==> config.mk <==
export PLATFORM = sky130hd
export DESIGN_NAME = axis_homing_handshake
export DESIGN_NICKNAME = d
export VERILOG_FILES = /design/src/axis_homing_pkg.sv /design/src/axis_homing_handshake.sv /design/src/param_latch.sv /design/src/axil_port.sv
export VERILOG_INCLUDE_DIRS = /design/src
export SDC_FILE = /design/constraint.sdc
export NUM_CORES = 1
export LEC_CHECK = 0
export BUFFER_PORTS_ARGS = -buffer_cell sky130_fd_sc_hd__buf_2
export CAP_MARGIN = 0
export CORE_ASPECT_RATIO = 0.7
export CORE_MARGIN = 8
export CORE_UTILIZATION = 51
export CTS_BUF_LIST = sky130_fd_sc_hd__clkbuf_8
export DETAILED_ROUTE_END_ITERATION = 8
export PLACE_DENSITY = 0.8
export SYNTH_ARGS = -nofsm -noshare
export SYNTH_HDL_FRONTEND = slang
export SYNTH_SLANG_ARGS = --single-unit
==> constraint.sdc <==
create_clock -name aclk -period 2 [get_ports aclk]
set_input_delay 0 -clock aclk [delete_from_list [all_inputs] [get_ports aclk]]
set_output_delay 0 -clock aclk [all_outputs]
set_load 0.01 [all_outputs]
==> src/axis_homing_params.svh <==
// How it works
// - Start rising edge samples axis, offset, runs
// - Signed offset accepted, zero by default
// - Completion flag rises when homing finishes
// - Completion held while start stays high
// - Completion pulses one cycle if start low
// - Busy from start edge until outcome
// - Active while controlling axis, after busy
// - Pre-emption by other command sets aborted
// - Aborted held while start high, else pulse
// - Error on failure or illegal parameter
// - Error held until start falls
// - Sixteen-bit fault code names the cause
// - Aborted output reports early termination
// - Error output reports failure this run
// - Active rises one cycle after busy
// - Start rejected unless axis in standstill
`ifndef AXIS_HOMING_PARAMS_SVH
`define AXIS_HOMING_PARAMS_SVH
`define ADDR_W 8
`define CTRL_OFS 8'h00
`define OFFSET_OFS 8'h04
`define STATUS_OFS 8'h08
`define FAULT_OFS 8'h0C
`define CTRL_RST 32'h0000_0000
`define OFFSET_RST 32'h0000_0000
`define CTRL_MASK 32'h0000_FF01
`define START_BIT 0
`define AXIS_LSB 8
`define AXIS_MSB 15
`define AXIS_MIN 8'h01
`define AXIS_MAX 8'h08
`define ERR_NONE 16'h0000
`define ERR_NOT_STANDSTILL 16'h0001
`define ERR_BAD_AXIS 16'h0002
`define ERR_DRIVE 16'h0003
`define RESP_OKAY 2'h0
`define RESP_SLVERR 2'h2
`endif

==> src/axis_homing_pkg.sv <==
package axis_homing_pkg;
   typedef enum {ST_IDLE, ST_ARM, ST_RUN, ST_DONE, ST_ABORT, ST_FAULT} home_state_e;
   typedef struct packed {
      logic standstill;
      logic done;
      logic fail;
      logic preempt;
      logic [15:0] fail_code;
   } drive_in_s;
   typedef struct packed {
      logic error;
      logic preempted_flag;
      logic active;
      logic busy;
      logic done;
   } run_flags_s;
endpackage

==> src/axis_homing_handshake.sv <==
`timescale 1ns/1ps
`include "axis_homing_params.svh"
module axis_homing_handshake (
   input wire logic aclk,
   input wire logic aresetn,
   input wire logic [`ADDR_W-1:0] awaddr,
   input wire logic awvalid,
   output logic awready,
   input wire logic [31:0] wdata,
   input wire logic [3:0] wstrb,
   input wire logic wvalid,
   output logic wready,
   output logic [1:0] bresp,
   output logic bvalid,
   input wire logic bready,
   input wire logic [`ADDR_W-1:0] araddr,
   input wire logic arvalid,
   output logic arready,
   output logic [31:0] rdata,
   output logic [1:0] rresp,
   output logic rvalid,
   input wire logic rready,
   input wire axis_homing_pkg::drive_in_s drive_in,
   output logic drive_run,
   output logic [7:0] home_axis,
   output logic [31:0] home_offset,
   output axis_homing_pkg::run_flags_s flags,
   output logic [15:0] fault_code
);
   import axis_homing_pkg::*;

   logic wr_en, wr_err, rd_err;
   logic [`ADDR_W-1:0] wr_addr, rd_addr;
   logic [31:0] wr_data, rd_data, merged_ctrl, merged_ofs;
   logic [3:0] wr_strb;
   logic [31:0] ctrl_reg, ctrl_next, offset_reg, offset_next;
   logic start_prev_reg, start_prev_next;
   home_state_e state_reg, state_next;
   run_flags_s flags_reg, flags_next;
   logic [15:0] fault_reg, fault_next;
   logic run_reg, run_next;
   logic start, rise, axis_ok;

   axil_port u_port (
      .aclk(aclk),
      .aresetn(aresetn),
      .awaddr(awaddr),
      .awvalid(awvalid),
      .awready(awready),
      .wdata(wdata),
      .wstrb(wstrb),
      .wvalid(wvalid),
      .wready(wready),
      .bresp(bresp),
      .bvalid(bvalid),
      .bready(bready),
      .araddr(araddr),
      .arvalid(arvalid),
      .arready(arready),
      .rdata(rdata),
      .rresp(rresp),
      .rvalid(rvalid),
      .rready(rready),
      .wr_en(wr_en),
      .wr_addr(wr_addr),
      .wr_data(wr_data),
      .wr_strb(wr_strb),
      .wr_err(wr_err),
      .rd_addr(rd_addr),
      .rd_data(rd_data),
      .rd_err(rd_err)
   );

   // Byte-lane merge of write data into writable registers
   for (genvar i = 0; i < 4; i++) begin : g_lane
      assign merged_ctrl[i*8 +: 8] = wr_strb[i] ? wr_data[i*8 +: 8] : ctrl_reg[i*8 +: 8];
      assign merged_ofs[i*8 +: 8] = wr_strb[i] ? wr_data[i*8 +: 8] : offset_reg[i*8 +: 8];
   end

   always_comb begin
      ctrl_next = ctrl_reg;
      offset_next = offset_reg;
      wr_err = 1'b0;
      if (wr_addr == `CTRL_OFS) begin
         if (wr_en) ctrl_next = merged_ctrl & `CTRL_MASK;
      end else if (wr_addr == `OFFSET_OFS) begin
         if (wr_en) offset_next = merged_ofs;
      end else if (wr_addr == `STATUS_OFS || wr_addr == `FAULT_OFS) begin
         wr_err = 1'b0;
      end else begin
         wr_err = 1'b1;
      end
   end

   always_comb begin
      rd_data = 32'h0000_0000;
      rd_err = 1'b0;
      if (rd_addr == `CTRL_OFS) begin
         rd_data = ctrl_reg;
      end else if (rd_addr == `OFFSET_OFS) begin
         rd_data = offset_reg;
      end else if (rd_addr == `STATUS_OFS) begin
         rd_data = {27'h0000000, flags_reg};
      end else if (rd_addr == `FAULT_OFS) begin
         rd_data = {16'h0000, fault_reg};
      end else begin
         rd_err = 1'b1;
      end
   end

   assign start = ctrl_reg[`START_BIT];
   assign rise = start && !start_prev_reg;

   param_latch u_latch (
      .aclk(aclk),
      .aresetn(aresetn),
      .capture(rise && state_reg == ST_IDLE),
      .axis_in(ctrl_reg[`AXIS_MSB:`AXIS_LSB]),
      .offset_in(offset_reg),
      .axis_reg(home_axis),
      .offset_reg(home_offset),
      .axis_ok_reg(axis_ok)
   );

   always_comb begin
      state_next = state_reg;
      flags_next = flags_reg;
      fault_next = fault_reg;
      start_prev_next = start;
      case (state_reg)
         ST_IDLE: begin
            flags_next = '0;
            if (rise) begin
               state_next = ST_ARM;
               flags_next.busy = 1'b1;
               fault_next = `ERR_NONE;
            end
         end
         ST_ARM: begin
            flags_next.busy = 1'b0;
            if (!drive_in.standstill) begin
               state_next = ST_FAULT;
               flags_next.error = 1'b1;
               fault_next = `ERR_NOT_STANDSTILL;
            end else if (!axis_ok) begin
               state_next = ST_FAULT;
               flags_next.error = 1'b1;
               fault_next = `ERR_BAD_AXIS;
            end else begin
               state_next = ST_RUN;
               flags_next.busy = 1'b1;
               flags_next.active = 1'b1;
            end
         end
         ST_RUN: begin
            if (drive_in.fail) begin
               state_next = ST_FAULT;
               flags_next = '0;
               flags_next.error = 1'b1;
               fault_next = (drive_in.fail_code == `ERR_NONE) ? `ERR_DRIVE
                                                             : drive_in.fail_code;
            end else if (drive_in.preempt) begin
               state_next = ST_ABORT;
               flags_next = '0;
               flags_next.preempted_flag = 1'b1;
            end else if (drive_in.done) begin
               state_next = ST_DONE;
               flags_next = '0;
               flags_next.done = 1'b1;
            end
         end
         ST_DONE, ST_ABORT, ST_FAULT: begin
            // Outcome held while start high, dropped once it is low
            if (!start) begin
               state_next = ST_IDLE;
               flags_next = '0;
            end
         end
         default: begin
            state_next = ST_IDLE;
            flags_next = '0;
         end
      endcase
      run_next = (state_next == ST_RUN);
   end

   always_ff @(posedge aclk) begin
      if (!aresetn) begin
         ctrl_reg <= `CTRL_RST;
         offset_reg <= `OFFSET_RST;
         start_prev_reg <= 1'b0;
         state_reg <= ST_IDLE;
         flags_reg <= '0;
         fault_reg <= `ERR_NONE;
         run_reg <= 1'b0;
      end else begin
         ctrl_reg <= ctrl_next;
         offset_reg <= offset_next;
         start_prev_reg <= start_prev_next;
         state_reg <= state_next;
         flags_reg <= flags_next;
         fault_reg <= fault_next;
         run_reg <= run_next;
      end
   end

   assign flags = flags_reg;
   assign fault_code = fault_reg;
   assign drive_run = run_reg;
endmodule

==> src/param_latch.sv <==
`timescale 1ns/1ps
`include "axis_homing_params.svh"
module param_latch (
   input wire logic aclk,
   input wire logic aresetn,
   input wire logic capture,
   input wire logic [7:0] axis_in,
   input wire logic [31:0] offset_in,
   output logic [7:0] axis_reg,
   output logic [31:0] offset_reg,
   output logic axis_ok_reg
);
   logic [7:0] axis_next;
   logic [31:0] offset_next;
   logic axis_ok_next;

   always_comb begin
      axis_next = axis_reg;
      offset_next = offset_reg;
      axis_ok_next = axis_ok_reg;
      if (capture) begin
         axis_next = axis_in;
         offset_next = offset_in;
         axis_ok_next = (axis_in >= `AXIS_MIN) && (axis_in <= `AXIS_MAX);
      end
   end

   always_ff @(posedge aclk) begin
      if (!aresetn) begin
         axis_reg <= 8'h00;
         offset_reg <= `OFFSET_RST;
         axis_ok_reg <= 1'b0;
      end else begin
         axis_reg <= axis_next;
         offset_reg <= offset_next;
         axis_ok_reg <= axis_ok_next;
      end
   end
endmodule

==> src/axil_port.sv <==
`timescale 1ns/1ps
`include "axis_homing_params.svh"
module axil_port (
   input wire logic aclk,
   input wire logic aresetn,
   input wire logic [`ADDR_W-1:0] awaddr,
   input wire logic awvalid,
   output logic awready,
   input wire logic [31:0] wdata,
   input wire logic [3:0] wstrb,
   input wire logic wvalid,
   output logic wready,
   output logic [1:0] bresp,
   output logic bvalid,
   input wire logic bready,
   input wire logic [`ADDR_W-1:0] araddr,
   input wire logic arvalid,
   output logic arready,
   output logic [31:0] rdata,
   output logic [1:0] rresp,
   output logic rvalid,
   input wire logic rready,
   output logic wr_en,
   output logic [`ADDR_W-1:0] wr_addr,
   output logic [31:0] wr_data,
   output logic [3:0] wr_strb,
   input wire logic wr_err,
   output logic [`ADDR_W-1:0] rd_addr,
   input wire logic [31:0] rd_data,
   input wire logic rd_err
);
   logic awready_reg, awready_next, wready_reg, wready_next;
   logic bvalid_reg, bvalid_next, arready_reg, arready_next;
   logic rvalid_reg, rvalid_next, rd_pend_reg, rd_pend_next;
   logic [1:0] bresp_reg, bresp_next, rresp_reg, rresp_next;
   logic [31:0] rdata_reg, rdata_next, wdata_reg, wdata_next;
   logic [3:0] wstrb_reg, wstrb_next;
   logic [`ADDR_W-1:0] aw_reg, aw_next, ar_reg, ar_next;

   assign awready = awready_reg;
   assign wready = wready_reg;
   assign bvalid = bvalid_reg;
   assign bresp = bresp_reg;
   assign arready = arready_reg;
   assign rvalid = rvalid_reg;
   assign rresp = rresp_reg;
   assign rdata = rdata_reg;
   // Both halves held and no response pending
   assign wr_en = !awready_reg && !wready_reg && !bvalid_reg;
   assign wr_addr = aw_reg;
   assign wr_data = wdata_reg;
   assign wr_strb = wstrb_reg;
   assign rd_addr = ar_reg;

   always_comb begin
      awready_next = awready_reg;
      wready_next = wready_reg;
      bvalid_next = bvalid_reg;
      bresp_next = bresp_reg;
      aw_next = aw_reg;
      wdata_next = wdata_reg;
      wstrb_next = wstrb_reg;
      arready_next = arready_reg;
      rvalid_next = rvalid_reg;
      rresp_next = rresp_reg;
      rdata_next = rdata_reg;
      ar_next = ar_reg;
      rd_pend_next = 1'b0;
      if (awready_reg && awvalid) begin
         awready_next = 1'b0;
         aw_next = awaddr;
      end
      if (wready_reg && wvalid) begin
         wready_next = 1'b0;
         wdata_next = wdata;
         wstrb_next = wstrb;
      end
      if (wr_en) begin
         bvalid_next = 1'b1;
         bresp_next = wr_err ? `RESP_SLVERR : `RESP_OKAY;
      end
      if (bvalid_reg && bready) begin
         bvalid_next = 1'b0;
         awready_next = 1'b1;
         wready_next = 1'b1;
      end
      if (arready_reg && arvalid) begin
         arready_next = 1'b0;
         ar_next = araddr;
         rd_pend_next = 1'b1;
      end
      if (rd_pend_reg) begin
         rvalid_next = 1'b1;
         rdata_next = rd_data;
         rresp_next = rd_err ? `RESP_SLVERR : `RESP_OKAY;
      end
      if (rvalid_reg && rready) begin
         rvalid_next = 1'b0;
         arready_next = 1'b1;
      end
   end

   always_ff @(posedge aclk) begin
      if (!aresetn) begin
         awready_reg <= 1'b1;
         wready_reg <= 1'b1;
         bvalid_reg <= 1'b0;
         bresp_reg <= `RESP_OKAY;
         aw_reg <= '0;
         wdata_reg <= 32'h0000_0000;
         wstrb_reg <= 4'h0;
         arready_reg <= 1'b1;
         rvalid_reg <= 1'b0;
         rresp_reg <= `RESP_OKAY;
         rdata_reg <= 32'h0000_0000;
         ar_reg <= '0;
         rd_pend_reg <= 1'b0;
      end else begin
         awready_reg <= awready_next;
         wready_reg <= wready_next;
         bvalid_reg <= bvalid_next;
         bresp_reg <= bresp_next;
         aw_reg <= aw_next;
         wdata_reg <= wdata_next;
         wstrb_reg <= wstrb_next;
         arready_reg <= arready_next;
         rvalid_reg <= rvalid_next;
         rresp_reg <= rresp_next;
         rdata_reg <= rdata_next;
         ar_reg <= ar_next;
         rd_pend_reg <= rd_pend_next;
      end
   end
endmodule

==> impl_results.md <==
- Min Hold Slack: 102 ps
- Clock Sinks: 229
- Later-pin clock latency in the skew report: 500 ps
- Post-layout total power: 0.00885 W
- Seq pwr share: 53.8%
- Register bit total from synthesis: 229
- Die X: 170 µm
- Clock slew at reported path FFs: 60 ps
- Layout Utilization: 69.9%
- Internal power: 0.00674 W
- ANT nets after route: 0
- Vias: 7969
- Synth Instances: 972
- Critical Path End Type: register
- Dpl ws: -0.704 ps
- Average cell area after synthesis: 8.71 µm²
- Worst-path maximum fanout: 7
- Worst setup endpoint: fault_code[14]$_SDFFE_PN0P_
- Nets@finish: 1348
- Setup ws final: 35.3 ps
- Largest net degree at the start of global routing: 152
- Fmax: 509 MHz
- Layout cells sized above 1: 21.2%
- First-pass GRT wire length: 38.0 mm
- Synth top area share: 54.2%
- Vias in the first global route: 7308
- Post-synth cell types: 49
- CP Launch Point: state_reg[29]$_SDFF_PN0_
- Dominant synthesized flop cell: dfxtp_1
- Initial antenna violation count: 0
- Placer Congestion: 0.866
- Max-slew violations: 0
- Overflow after GRT: 0
- Ports: 182
- FP Rows: 39
- Multi-input logic area: 3760 µm²
- Pwr dens: 777 nW/µm²
- Combinational Power Share: 7.9%
- Total die area: 21000 µm²
- Avg Vias per Cell: 5.27
- Clock power share: 38.3%
- Clock tree buffer depth: 3
- Core ar.: 16300 µm²
- H-tree depth: 2
- Final setup TNS: 0 ps
- WHS Path Cells: 5
- Tmin final: 1960 ps
- Capturing point of the worst reg2reg path: fault_code[14]$_SDFFE_PN0P_
- Die height: 124 µm
- Slowest CP cell: a211o_4
- Drt wl/cell: 16.6 µm
- CTS tree: yes
- Crit path launch type: register
- RR Startpoint: state_reg[29]$_SDFF_PN0_
- R2r worst-path depth: 6
- Max-Cap Viols: 0
- Crit path kind: register to register
- Dpl hpwl: 16.0 mm
- RSZ-0062 raised after global routing: true
- FFs w/ async S/R, synth: 0%
- Total GRT Usage: 22.3%
- Cell Area, Synth: 8460 µm²
- Area contributors post-synth: dfxtp_1, nand2_1, nand3_1
- CTS Buf Count: 35
- Worst reg-to-reg setup slack: 40 ps
- Starting DRT DRC Count: 819
- Final number of hold-violating endpoints: 0
- Antenna diodes: 0
- Sw frac: 23.8%
- CTS root buf: clkbuf_8
- Post-synth EDFFs: 0
- # setup viols final: 0
- Area grow syn2layout: 34.6%
- Critical Path AT: 2360 ps
- Initial Utilization: 51.9%
- Routed WL: 25.0 mm
- Crit path max-delay family: simple AND/OR/NAND/NOR gates
- Switching power: 0.00211 W
- Required @ worst endpoint: 2400 ps
- Max VDD drop: 0.468 mV
- P_leak: 4.66 nW
- Fin Clk Skew: 20.3 ps
- CP Depth: 6
- Max-slew headroom: 62.0%
- FF+latch area: 4590 µm²
- # port buffers: 179
- Pin slew with the least headroom to its limit: 569 ps
- Final period utilization: 98.2%
- Drt first pass iters: 5
- Worst Hold Class: primary input to register
- Drt drc: 0
- Outcome: finished, final reports clean
- Cell Chain, Critical Path: nor4_2 > nand4_1 > buf_4 > a211o_4 > and2_4 > a22o_1
- Synth area leader: dfxtp_1
- Max stage delay on crit path: 350 ps
- Part of the Yosys area used for sequential elements: 54.2%
- Fill count: 1295
- Number of synthesis warnings: 0
- Worst Path Buf+Inv: 1
[routing by layer]
metal	routed length, µm	part of all wire (%)	up-vias	global-route usage [%]
met5	0	0	-	0
met4	444	1.8	0	6.61
met3	2170	8.7	41	5.57
met2	10700	43	299	33.1
met1	11700	47	3726	31.7
li1	-	-	3903	-
[timing repair]
item	CTS	global route
hold endpoints to repair	80	0
hold buffers	95	0
gates resized for setup	0	19
endpoints found under the setup margin	0	54
buffers inserted	0	4
[logic make-up after synthesis]
family          count (synthesis)  share of synthesized area [%]
compound gates                229                           17.5
flops                         229                           54.2
simple gates                  414                           22.4
other cells                     1                         0.0443
xor+xnor                        2                          0.207
buf+inv                        82                           3.90
mux                            15                           1.79
[cell usage in the layout, fill, tap and decap left out, types with 2 or more instances in the layout]
| cell type | Yosys | final |
|---|---|---|
| dfxtp_1 | 229 | 225 |
| nand2_1 | 219 | 215 |
| buf_2 | 6 | 179 |
| nand3_1 | 107 | 107 |
| dlygate4sd3_1 | 0 | 95 |
| o21ai_0 | 94 | 94 |
| a21boi_0 | 71 | 71 |
| clkbuf_8 | 0 | 38 |
| conb_1 | 1 | 31 |
| nand2b_1 | 25 | 25 |
| inv_1 | 10 | 24 |
| buf_4 | 2 | 20 |
| a21oi_1 | 17 | 17 |
| nor2_1 | 15 | 14 |
| mux2i_1 | 14 | 14 |
| a22o_1 | 12 | 12 |
| nor4_1 | 15 | 9 |
| a41oi_1 | 8 | 8 |
| nor2b_1 | 8 | 8 |
| buf_12 | 0 | 6 |
| nor4_2 | 0 | 5 |
| o21a_1 | 5 | 5 |
| nor3_1 | 6 | 5 |
| nand4_1 | 5 | 5 |
| nand2_2 | 0 | 4 |
| a22oi_1 | 4 | 4 |
| o311ai_0 | 4 | 4 |
| dfxtp_2 | 0 | 4 |
| a31oi_1 | 3 | 3 |
| and2_1 | 2 | 2 |
| nor3_2 | 2 | 2 |
| xnor2_1 | 2 | 2 |
| and2_4 | 1 | 2 |
[synth_stat cells, types with 2 or more instances]
cell type and count:
nor3_1 6, a41oi_1 8, nand3_1 107, nand2b_1 25, nand2_1 219, nor4_1 15, nor2b_1 8, o21a_1 5
mux2i_1 14, nor2_1 15, buf_2 6, buf_4 2, xnor2_1 2, a21oi_1 17, dfxtp_1 229, o311ai_0 4
buf_1 6, and2_1 2, clkbuf_1 57, nor3_2 2, o21ai_0 94, a21boi_0 71, inv_1 10, a22o_1 12
nand4_1 5, or3_1 2, a22oi_1 4, nor3b_1 2, a31oi_1 3
[area by class of cell]
| type | count | share of cell area, % |
|---|---|---|
| Sequential cell | 229 | 40.3 |
| Multi-Input combinational cell | 692 | 33.0 |
| Timing Repair Buffer | 301 | 18.7 |
| Clock buffer | 38 | 4.59 |
| Tap cell | 225 | 2.47 |
| Clock inverter | 16 | 0.604 |
| Inverter | 10 | 0.330 |
[worst register-to-register path, cell delays in order, from the launching register on]
cell     delay (ps)
dfxtp_1         310
nor4_2          290
nand4_1         270
buf_4           230
a211o_4         350
and2_4          200
a22o_1          220
[worst min-delay path by stage]
stage                       from                         end
finish              drive_in[18]        drive_run$_SDFF_PN0_
global route        drive_in[18]        drive_run$_SDFF_PN0_
CTS                 drive_in[18]        drive_run$_SDFF_PN0_
detailed placement        wvalid  u_port.wready$_SDFFE_PP1P_
global placement          wvalid  u_port.wready$_SDFFE_PP1P_
floorplan                 wvalid  u_port.wready$_SDFFE_PP1P_
[per-stage QoR]
step / cells / cell area (µm²)
floorplan: 1002 / 8580
global placement: 1356 / 9710
detailed placement: 1356 / 9710
CTS: 1505 / 11300
global route: 1511 / 11400
finish: 1511 / 11400
[power by group through the flow]
stage | Combinational, W | Sequential, W | Clock [W]
2_1_floorplan | 0.000306 | 0.00484 | 0
3_3_place_gp | 0.000513 | 0.00485 | 0
3_5_place_dp | 0.000522 | 0.00485 | 0
4_1_cts | 0.000667 | 0.00475 | 0.00345
5_1_grt | 0.000762 | 0.00477 | 0.00365
6_report | 0.000696 | 0.00476 | 0.00339
(Power assumes the default switching activity.)
